--- src/inc/hot_swap_pkg.sv ---
package hot_swap_pkg;

    // ------------------------------------------------------------
    // time base
    // ------------------------------------------------------------
    localparam int CLK_PERIOD_NS = 50;    // 20 MHz reference clock
    localparam int CNT_W = 18;            // wide enough for the 6.5 ms counts

    // ------------------------------------------------------------
    // documented times, in ns
    // ------------------------------------------------------------
    localparam int POWER_ON_DELAY_NS = 6500000;          // longest allowed
    localparam int PRIMARY_DEFAULT_RESPONSE_NS = 300000; // typical, inside 200..420 us
    localparam int BREAKER_RESET_DELAY_NS = 5000;        // longest allowed
    localparam int ENABLE_LOW_MIN_WIDTH_NS = 200000;     // kept by the host
    localparam int SUPPLY_FILTER_NS = 10000;             // undervoltage_lockout_input and ovp glitch filter
    localparam int POWER_GOOD_FILTER_NS = 30000;         // power-good glitch filter
    localparam int DISCHARGE_DELAY_NS = 250;             // gate off to discharge
    localparam int CAP_SHORT_DETECT_NS = 250;            // shorted timing cap to latch
    localparam int CAP_SHORT_RESUME_NS = 6500000;        // longest allowed
    localparam int FET_SHORT_NS = 10000;                 // drain-gate / drain-source
    localparam int FET_SHORT_STEADY_NS = 250000;         // drain-source after steady state

    // ------------------------------------------------------------
    // derived cycle counts
    // ------------------------------------------------------------
    localparam logic [CNT_W-1:0] POWER_ON_DELAY_CYCLES = CNT_W'(POWER_ON_DELAY_NS / CLK_PERIOD_NS);
    localparam logic [CNT_W-1:0] PRIMARY_RESPONSE_CYCLES = CNT_W'(PRIMARY_DEFAULT_RESPONSE_NS / CLK_PERIOD_NS);
    localparam logic [CNT_W-1:0] BREAKER_RESET_CYCLES = CNT_W'(BREAKER_RESET_DELAY_NS / CLK_PERIOD_NS);
    localparam logic [CNT_W-1:0] SUPPLY_FILTER_CYCLES = CNT_W'(SUPPLY_FILTER_NS / CLK_PERIOD_NS);
    localparam logic [CNT_W-1:0] POWER_GOOD_FILTER_CYCLES = CNT_W'(POWER_GOOD_FILTER_NS / CLK_PERIOD_NS);
    localparam logic [CNT_W-1:0] DISCHARGE_DELAY_CYCLES = CNT_W'(DISCHARGE_DELAY_NS / CLK_PERIOD_NS);
    localparam logic [CNT_W-1:0] CAP_SHORT_DETECT_CYCLES = CNT_W'(CAP_SHORT_DETECT_NS / CLK_PERIOD_NS);
    localparam logic [CNT_W-1:0] CAP_SHORT_RESUME_CYCLES = CNT_W'(CAP_SHORT_RESUME_NS / CLK_PERIOD_NS);
    localparam logic [CNT_W-1:0] FET_SHORT_CYCLES = CNT_W'(FET_SHORT_NS / CLK_PERIOD_NS);
    localparam logic [CNT_W-1:0] FET_SHORT_STEADY_CYCLES = CNT_W'(FET_SHORT_STEADY_NS / CLK_PERIOD_NS);
    localparam logic [CNT_W-1:0] ONE_CYCLE = CNT_W'(1);

    // ------------------------------------------------------------
    // reset values
    // ------------------------------------------------------------
    localparam logic [CNT_W-1:0] COUNT_RESET = '0;

    // ------------------------------------------------------------
    // sequencer states
    // ------------------------------------------------------------
    typedef enum logic [2:0] {
        ST_POWER_ON_WAIT,
        ST_IDLE,
        ST_ON,
        ST_TRIPPED,
        ST_BREAKER_RESET
    } seq_state_t;

endpackage

--- src/rtl/persistence_filter.sv ---
`timescale 1ns/1ns
`default_nettype none

// ------------------------------------------------------------
// persistence filter: output follows input only after a change
// has held for the limit; a return before expiry restarts it
// ------------------------------------------------------------
module persistence_filter
    import hot_swap_pkg::*;
#(
    parameter int WIDTH = CNT_W
) (
    input wire logic ref_clk_i,
    input wire logic sys_rst_i,
    input wire logic clear_i,
    input wire logic raw_i,
    input wire logic [WIDTH-1:0] rise_limit_i,
    input wire logic [WIDTH-1:0] fall_limit_i,
    output logic level_o
);

    logic level_reg; // filtered level
    logic level_next;
    logic [WIDTH-1:0] cnt_reg; // cycles the input has differed
    logic [WIDTH-1:0] cnt_next;
    logic [WIDTH-1:0] cnt_inc;
    logic [WIDTH-1:0] limit;

    // next-value logic
    always_comb begin
        cnt_inc = cnt_reg + 1'b1;
        limit = raw_i ? rise_limit_i : fall_limit_i;
        level_next = level_reg;
        cnt_next = '0;
        if (clear_i) begin
            // held off: forced low, count idle
            level_next = 1'b0;
        end else if (raw_i != level_reg) begin
            if (cnt_inc >= limit) begin
                level_next = raw_i;
            end else begin
                cnt_next = cnt_inc;
            end
        end
        // an input back at the old level leaves cnt_next at zero
    end

    // registers
    always_ff @(posedge ref_clk_i or posedge sys_rst_i) begin
        if (sys_rst_i) begin
            level_reg <= 1'b0;
            cnt_reg <= '0;
        end else begin
            level_reg <= level_next;
            cnt_reg <= cnt_next;
        end
    end

    assign level_o = level_reg;

endmodule

`default_nettype wire

--- src/rtl/hot_swap_fault_sequencer.sv ---
`timescale 1ns/1ns
`default_nettype none

// Functional notes
// - regulator lockout holds everything reset and inactive except the gate pull-down
// - regulator good starts bounded power-on delay
// - delay end arms machines and short detectors
// - start on enable rise or already high
// - primary overcurrent tolerated for its period
// - secondary overcurrent trips without qualification delay
// - power good needs output and gate-source good
// - floating timing cap uses default response
// - enable low resets breaker within 5 us
// - undervoltage_lockout_input and ovp filtered about 10 us
// - power-good comparator filtered about 30 us
// - discharge follows a fault gate-off by 0.25 us
// - shorted timing cap latches hardware fault
// - cap short detection resumes within 6.5 ms
// - drain-gate short latches fault after 10 us
// - drain-source short latches fault after 10 us
// - drain-source short after steady state: 250 us
// - trip: gate off, discharge, current fault latched
// - enable fall resets either breaker trip
module hot_swap_fault_sequencer
    import hot_swap_pkg::*;
#(
    parameter logic [CNT_W-1:0] POWER_ON_CYCLES_P = POWER_ON_DELAY_CYCLES,
    parameter logic [CNT_W-1:0] PRIMARY_CYCLES_P = PRIMARY_RESPONSE_CYCLES,
    parameter logic [CNT_W-1:0] CAP_RESUME_CYCLES_P = CAP_SHORT_RESUME_CYCLES,
    parameter logic [CNT_W-1:0] FET_STEADY_CYCLES_P = FET_SHORT_STEADY_CYCLES
) (
    input wire logic ref_clk_i,
    input wire logic sys_rst_i,
    input wire logic internal_regulator_voltage_ok_i, // regulator above lockout
    input wire logic enable_i,
    input wire logic secondary_threshold_select_hi_i,
    input wire logic secondary_threshold_select_lo_i,
    input wire logic [3:0] secondary_oc_levels_i, // one comparator per threshold
    input wire logic primary_oc_i, // sense above primary threshold
    input wire logic primary_timing_cap_pin_low_i, // cap pin below its low threshold
    input wire logic undervoltage_lockout_input_i, // high: supply above undervoltage_lockout_input
    input wire logic overvoltage_input_i, // high: supply above ovp
    input wire logic vout_above_high_i,
    input wire logic vout_above_low_i,
    input wire logic vgs_above_good_i,
    input wire logic gate_to_ground_fault_i,
    input wire logic source_to_ground_fault_i,
    output logic gate_drive_o,
    output logic gate_fault_pulldown_o,
    output logic primary_cap_sink_o,
    output logic output_discharge_drive_o,
    output logic current_fault_flag_o,
    output logic power_good_flag_o,
    output logic hardware_fault_flag_o
);

    // ------------------------------------------------------------
    // state and wires
    // ------------------------------------------------------------
    seq_state_t state_reg, state_next;
    logic [CNT_W-1:0] cnt_reg, cnt_next; // power-on and breaker reset timing
    logic gate_reg, gate_next; // gate charge pump enable
    logic cur_fault_reg, cur_fault_next; // latched breaker trip
    logic cap_sink_reg, cap_sink_next; // timing cap discharge sink
    logic [CNT_W-1:0] blank_reg, blank_next; // cap short detection blanking
    logic steady_reg, steady_next; // enable fell while power was good
    logic hw_fault_reg, hw_fault_next; // hardware fault latch
    logic active; // power-on delay over, regulator good
    logic lockout;
    logic uv_ok_filt, ov_filt, supply_ok;
    logic sec_oc;
    logic prim_expired;
    logic pg_target, pg_flag;
    logic output_discharge_drive_level;
    logic cap_short, dg_short, ds_short;
    logic fet_check;
    logic [CNT_W-1:0] ds_limit;

    assign lockout = !internal_regulator_voltage_ok_i;
    assign active = (state_reg != ST_POWER_ON_WAIT) && !lockout;
    assign supply_ok = uv_ok_filt && !ov_filt;
    // the threshold itself is analog; here the select picks its comparator
    assign sec_oc = secondary_oc_levels_i[{secondary_threshold_select_hi_i, secondary_threshold_select_lo_i}];

    // ------------------------------------------------------------
    // supply monitor glitch filters
    // ------------------------------------------------------------
    persistence_filter #(.WIDTH(CNT_W)) uv_filter (
        .ref_clk_i(ref_clk_i),
        .sys_rst_i(sys_rst_i),
        .clear_i(!active),
        .raw_i(undervoltage_lockout_input_i),
        .rise_limit_i(SUPPLY_FILTER_CYCLES),
        .fall_limit_i(SUPPLY_FILTER_CYCLES),
        .level_o(uv_ok_filt)
    );

    persistence_filter #(.WIDTH(CNT_W)) ov_filter (
        .ref_clk_i(ref_clk_i),
        .sys_rst_i(sys_rst_i),
        .clear_i(!active),
        .raw_i(overvoltage_input_i),
        .rise_limit_i(SUPPLY_FILTER_CYCLES),
        .fall_limit_i(SUPPLY_FILTER_CYCLES),
        .level_o(ov_filt)
    );

    // ------------------------------------------------------------
    // primary overcurrent timer
    // ------------------------------------------------------------
    // runs only while sense is high and the cap has reached its low
    // threshold; a floating pin is low at once, leaving the default time
    persistence_filter #(.WIDTH(CNT_W)) primary_timer (
        .ref_clk_i(ref_clk_i),
        .sys_rst_i(sys_rst_i),
        .clear_i(state_reg != ST_ON),
        .raw_i(cap_sink_reg && primary_oc_i && primary_timing_cap_pin_low_i),
        .rise_limit_i(PRIMARY_CYCLES_P),
        .fall_limit_i(ONE_CYCLE),
        .level_o(prim_expired)
    );

    // ------------------------------------------------------------
    // power-good filter with hysteresis
    // ------------------------------------------------------------
    always_comb begin
        if (pg_flag) begin
            pg_target = vout_above_low_i && vgs_above_good_i;
        end else begin
            pg_target = !cur_fault_reg && vout_above_high_i && vgs_above_good_i;
        end
    end

    persistence_filter #(.WIDTH(CNT_W)) pg_filter (
        .ref_clk_i(ref_clk_i),
        .sys_rst_i(sys_rst_i),
        .clear_i(!active),
        .raw_i(pg_target),
        .rise_limit_i(POWER_GOOD_FILTER_CYCLES),
        .fall_limit_i(POWER_GOOD_FILTER_CYCLES),
        .level_o(pg_flag)
    );

    // ------------------------------------------------------------
    // discharge delay after a fault turn-off
    // ------------------------------------------------------------
    persistence_filter #(.WIDTH(CNT_W)) output_discharge_drive_delay (
        .ref_clk_i(ref_clk_i),
        .sys_rst_i(sys_rst_i),
        .clear_i(!active),
        .raw_i(cur_fault_reg && !gate_reg),
        .rise_limit_i(DISCHARGE_DELAY_CYCLES),
        .fall_limit_i(ONE_CYCLE),
        .level_o(output_discharge_drive_level)
    );

    // ------------------------------------------------------------
    // hardware fault detectors
    // ------------------------------------------------------------
    // transistor shorts are only meaningful with the gate held off
    assign fet_check = active && !enable_i && !gate_reg;
    assign ds_limit = steady_reg ? FET_STEADY_CYCLES_P : FET_SHORT_CYCLES;

    persistence_filter #(.WIDTH(CNT_W)) cap_short_filter (
        .ref_clk_i(ref_clk_i),
        .sys_rst_i(sys_rst_i),
        .clear_i(!active || cap_sink_reg || (blank_reg != COUNT_RESET)),
        .raw_i(primary_timing_cap_pin_low_i),
        .rise_limit_i(CAP_SHORT_DETECT_CYCLES),
        .fall_limit_i(ONE_CYCLE),
        .level_o(cap_short)
    );

    persistence_filter #(.WIDTH(CNT_W)) dg_filter (
        .ref_clk_i(ref_clk_i),
        .sys_rst_i(sys_rst_i),
        .clear_i(!fet_check),
        .raw_i(gate_to_ground_fault_i),
        .rise_limit_i(FET_SHORT_CYCLES),
        .fall_limit_i(ONE_CYCLE),
        .level_o(dg_short)
    );

    persistence_filter #(.WIDTH(CNT_W)) ds_filter (
        .ref_clk_i(ref_clk_i),
        .sys_rst_i(sys_rst_i),
        .clear_i(!fet_check),
        .raw_i(source_to_ground_fault_i),
        .rise_limit_i(ds_limit),
        .fall_limit_i(ONE_CYCLE),
        .level_o(ds_short)
    );

    // ------------------------------------------------------------
    // sequencer next state
    // ------------------------------------------------------------
    always_comb begin
        state_next = state_reg;
        cnt_next = COUNT_RESET;
        gate_next = 1'b0;
        cur_fault_next = cur_fault_reg;
        cap_sink_next = 1'b0;
        blank_next = blank_reg;
        steady_next = steady_reg;
        hw_fault_next = hw_fault_reg;
        if (blank_reg != COUNT_RESET) begin
            blank_next = blank_reg - 1'b1;
        end
        if (cap_short || dg_short || ds_short) begin
            hw_fault_next = 1'b1;
        end
        if (enable_i) begin
            steady_next = 1'b0;
        end
        unique case (state_reg)
            ST_POWER_ON_WAIT: begin
                // enable sampled at expiry acts as a rising edge
                if (cnt_reg + 1'b1 >= POWER_ON_CYCLES_P) begin
                    state_next = ST_IDLE;
                end else begin
                    cnt_next = cnt_reg + 1'b1;
                end
            end
            ST_IDLE: begin
                // idle is entered with enable low except at power-on end or on a supply fault
                if (enable_i && supply_ok) begin
                    state_next = ST_ON;
                    gate_next = 1'b1;
                end
            end
            ST_ON: begin
                if (sec_oc || prim_expired) begin
                    // immediate turn-off, no qualification on the fast path
                    state_next = ST_TRIPPED;
                    cur_fault_next = 1'b1;
                end else if (!enable_i || !supply_ok) begin
                    state_next = ST_IDLE;
                    steady_next = !enable_i && pg_flag;
                end else begin
                    gate_next = 1'b1;
                    cap_sink_next = primary_oc_i;
                    if (primary_oc_i && !cap_sink_reg) begin
                        blank_next = CAP_RESUME_CYCLES_P;
                    end
                end
            end
            ST_TRIPPED: begin
                if (!enable_i) begin
                    state_next = ST_BREAKER_RESET;
                end
            end
            ST_BREAKER_RESET: begin
                // the reset delay is counted from the enable fall
                if (cnt_reg + 1'b1 >= BREAKER_RESET_CYCLES) begin
                    state_next = ST_IDLE;
                    cur_fault_next = 1'b0;
                end else begin
                    cnt_next = cnt_reg + 1'b1;
                end
            end
        endcase
        if (lockout) begin
            // regulator low overrides everything, including latches
            state_next = ST_POWER_ON_WAIT;
            cnt_next = COUNT_RESET;
            gate_next = 1'b0;
            cur_fault_next = 1'b0;
            cap_sink_next = 1'b0;
            blank_next = COUNT_RESET;
            steady_next = 1'b0;
            hw_fault_next = 1'b0;
        end
    end

    // ------------------------------------------------------------
    // sequencer registers
    // ------------------------------------------------------------
    always_ff @(posedge ref_clk_i or posedge sys_rst_i) begin
        if (sys_rst_i) begin
            state_reg <= ST_POWER_ON_WAIT;
            cnt_reg <= COUNT_RESET;
            gate_reg <= 1'b0;
            cur_fault_reg <= 1'b0;
            cap_sink_reg <= 1'b0;
            blank_reg <= COUNT_RESET;
            steady_reg <= 1'b0;
            hw_fault_reg <= 1'b0;
        end else begin
            state_reg <= state_next;
            cnt_reg <= cnt_next;
            gate_reg <= gate_next;
            cur_fault_reg <= cur_fault_next;
            cap_sink_reg <= cap_sink_next;
            blank_reg <= blank_next;
            steady_reg <= steady_next;
            hw_fault_reg <= hw_fault_next;
        end
    end

    // ------------------------------------------------------------
    // outputs
    // ------------------------------------------------------------
    assign gate_drive_o = gate_reg;
    // strong pull-down while tripped or in the power-on wait, which a low regulator forces
    assign gate_fault_pulldown_o = cur_fault_reg || (state_reg == ST_POWER_ON_WAIT);
    assign primary_cap_sink_o = cap_sink_reg;
    assign output_discharge_drive_o = output_discharge_drive_level;
    assign current_fault_flag_o = cur_fault_reg;
    assign power_good_flag_o = pg_flag;
    assign hardware_fault_flag_o = hw_fault_reg;

endmodule

`default_nettype wire

--- config.mk ---
export PLATFORM = sky130hd
export DESIGN_NAME = hot_swap_fault_sequencer
export DESIGN_NICKNAME = d
export VERILOG_FILES = /design/src/inc/hot_swap_pkg.sv /design/src/rtl/persistence_filter.sv /design/src/rtl/hot_swap_fault_sequencer.sv
export SDC_FILE = /design/constraint.sdc
export NUM_CORES = 1
export LEC_CHECK = 0
export ABC_AREA = 1
export BUFFER_PORTS_ARGS = -buffer_cell sky130_fd_sc_hd__buf_2
export CORE_UTILIZATION = 25
export CTS_CLUSTER_SIZE = 28
export DETAILED_ROUTE_END_ITERATION = 8
export GPL_TIMING_DRIVEN = 0
export PLACE_DENSITY = 0.51
export SLEW_MARGIN = 20
export SYNTH_ARGS = -nofsm -noshare
export SYNTH_HDL_FRONTEND = slang
export SYNTH_SLANG_ARGS = --single-unit
--- constraint.sdc ---
create_clock -name ref_clk_i -period 7.1 [get_ports ref_clk_i]
set_clock_uncertainty 0.05 [all_clocks]
set_input_delay 0.71 -clock ref_clk_i [delete_from_list [all_inputs] [get_ports ref_clk_i]]
set_output_delay 0.71 -clock ref_clk_i [all_outputs]
set_load 0.01 [all_outputs]
==> impl_metrics.ini <==
[logic_synthesis]
synthesis.area_sq_mm = 0.0113
syn_inst = 1462
ys_seq_area_frac = 0.433
syn_area_per_cell_sq_um = 7.75
ys_ff_latch = 196
ys_types = 47
synth_warnings = 0
synth_flop_cell = dfrtp_1
async_reset_ff_frac = 1.00
synth_edf_count = 0

[critical_path]
cp-end-kind = register
crit_type = register to register
path_buf_inv = 2
arrival_ns = 3.53
cp.required_ns = 7.40
crit_path_max_incr_delay_ns = 0.50
crit_path_max_fanout = 8
crit_chain = ha_1 > nand3_1 > inv_1 > nand2_1 > nor2_1 > nand2_1 > nand2_1 > inv_1 > ha_1 > a21oi_1 > nand4_1 > nor2_1 > nand4_1 > nor2_1 > nand4_1 > nor3_1
cp_top_family = simple AND/OR/NAND/NOR gates
critPathLaunchType = register
crit_path_top_delay_cell = dfrtp_1

[global_route]
grt_max_degree = 102
track_usage = 0.110
grt_pass1_wl_um = 41600
grt_overflow_total = 0
antenna_found_initial = 1
grt_pass1_vias = 8898

[clocking]
cts_setup_buffers = 0
htree_levels = 4
cts_root_buf = clkbuf_16
clock_sinks = 196
ctsResizeCount = 0
clock_latency_ns = 0.45
cts_tree = built
clk_pin_slew_worst_paths_ns = 0.07
ctsHoldBuffers = 0
clockBufferDepth = 2
cts_made_buffers = 17

[detailed_routing]
via_per_inst = 4.14
drc = 0
drtIter0Drc = 463
totalWireLength_um = 23700
dr.pass1.iters = 6
routed-via-count = 9062
wire_per_inst_um = 10.8
antenna_left = 0

[sta]
final_max_slew_viol_count = 0
setup_viol = 0
fmax_ghz = 0.309
finalSetupTns_ns = 0
fin_crit_sh = 0.455
hold_violations = 0
worstMarginPinSlew_ns = 0.688
post-route-min-period_ns = 3.23
hold_ws_ns = 0.313
rsz0062_at_grt = false
slew_headroom = 0.542

[job]
cap_violations = 0

[cells_and_area]
area_delta_synth_final_pct = 15.5
final_nets = 1641
final_core_util = 0.295
fin_cells = 2189
drive_above_1_share = 0.0770
insertedDiodeCount = 0

[placement]
portBuffers = 25
gp_congestion = 0.833
hpwlAfterDp_um = 18100
placed_cells_incl_taps = 2158

[pwr]
peakVddDrop_uv = 133
powerDensity_mw_per_mm2 = 211
leakage_nw = 6.09

[floorplanning]
die_h_um = 215
dieArea_sq_mm = 0.0462
io-pin-count = 26
die_w_um = 215
start_util = 0.255
num_rows = 77
core_sq_mm = 0.0444

[outcome]
status = finished, final reports clean

[worst_hold_path]
hp-class = input pin to asynchronous set/reset pin
## cell type report
cell class | count | area, sq um
buffer | 8 | 65.1
inverter | 207 | 785
multi-input combinational | 1129 | 5880
timing repair buffer | 26 | 153
fill | 4676 | 31300
clock inverter | 11 | 105
sequential | 196 | 4900
clock buffer | 20 | 457
tap | 592 | 741
## cells by family (layout without fill, tap and decap cells)
family | after synthesis | count (layout) | share of synthesized area
other | 1 | 79 | 0.000331
AOI/OAI and AO/OA | 100 | 100 | 0.0496
and+or+nand+nor | 810 | 810 | 0.322
adders and majority gates | 37 | 37 | 0.0409
xor gates and xnor gates | 103 | 103 | 0.0796
DFF | 196 | 196 | 0.433
buffers and inverters | 215 | 272 | 0.0743
## Yosys cell counts (3+ instances only)
master | number | area [sq um]
o31ai_1 | 3 | 22.5
nand4_1 | 52 | 325
buf_6 | 4 | 45.0
xnor2_1 | 30 | 263
nor3_1 | 45 | 225
nand3_1 | 100 | 500
nand3_2 | 5 | 50.1
nand4_2 | 4 | 50.1
nor2_1 | 221 | 830
ha_1 | 37 | 463
o21bai_1 | 4 | 30.0
inv_1 | 204 | 766
nand3b_1 | 14 | 105
a21boi_0 | 3 | 22.5
nor2_2 | 23 | 144
nand2_1 | 319 | 1200
nand2_2 | 5 | 31.3
nor2_4 | 3 | 33.8
o21ai_1 | 4 | 20.0
dfrtp_1 | 196 | 4900
nor3_2 | 8 | 80.1
a21oi_1 | 50 | 250
o21ai_0 | 23 | 115
xor2_1 | 73 | 639
or2_2 | 5 | 31.3
## per-stage QoR
step                power [mW]  area (sq um)  setup WS [ns]
finish                    2.76         13100           3.87
global route              2.94         13100           3.51
CTS                       2.80         13100           3.84
detailed placement        1.85         12500           3.82
global placement          1.84         12500          -1.55
floorplan                 1.70         11600          0.999
## final timing paths
path | depth (start not counted) | slack [ns] | startpoint | end
max in group asynchronous | 3 | 5.71 | sys_rst_i | pg_filter.cnt_reg[7]$_DFF_PP0_
worst min register to register | 1 | 0.44 | uv_filter.cnt_reg[0]$_DFF_PP0_ | uv_filter.cnt_reg[0]$_DFF_PP0_
worst min-delay path | 2 | 0.31 | sys_rst_i | ds_filter.cnt_reg[6]$_DFF_PP0_
min in group ref_clk_i | 2 | 0.42 | enable_i | steady_reg$_DFF_PP0_
worst max register to register | 16 | 3.87 | dg_filter.cnt_reg[0]$_DFF_PP0_ | dg_filter.cnt_reg[1]$_DFF_PP0_
worst max-delay path | 16 | 3.87 | dg_filter.cnt_reg[0]$_DFF_PP0_ | dg_filter.cnt_reg[1]$_DFF_PP0_
## worst register-to-register path, delay by kind of cell (launching register included)
kind | cells | cell delay (ns)
AND/OR/NAND/NOR | 11 | 1.71
flip-flops | 1 | 0.50
buffers and inverters | 2 | 0.21
AO/OA/AOI/OAI | 1 | 0.19
adder cells (fa/ha/maj) | 2 | 0.48
## power breakdown
part | internal (mW) | total (mW) | switching (mW)
clock network | 0.500 | 0.936 | 0.435
logic | 0.192 | 0.541 | 0.349
registers | 1.19 | 1.28 | 0.0839
## routing by layer
| layer | vias to the layer above | share of wire | GRT usage |
|---|---|---|---|
| met3 | 26 | 0.029 | 0.0266 |
| met5 | - | 0.00055 | 0 |
| met1 | 4131 | 0.50 | 0.144 |
| met4 | 2 | 0.016 | 0.0317 |
| li1 | 4823 | - | - |
| met2 | 80 | 0.45 | 0.177 |
## placed cells by master (no fill, tap or decap), types with 2 or more instances in the layout
cell,n
a21boi_0,3
a21oi_1,50
a21oi_2,2
a22oi_1,2
a31oi_1,2
and3_1,2
buf_2,26
buf_6,4
clkbuf_1,2
clkbuf_16,17
clkbuf_8,2
clkinvlp_4,7
conb_1,79
dfrtp_1,196
ha_1,37
inv_1,203
inv_2,2
nand2_1,319
nand2_2,5
nand3_1,100
nand3_2,5
nand3b_1,14
nand4_1,52
nand4_2,4
nor2_1,221
nor2_2,23
nor2_4,3
nor3_1,45
nor3_2,8
o21ai_0,23
o21ai_1,4
o21bai_1,4
o31ai_1,3
or2_2,5
xnor2_1,30
xor2_1,73
(Power assumes the default switching activity.)
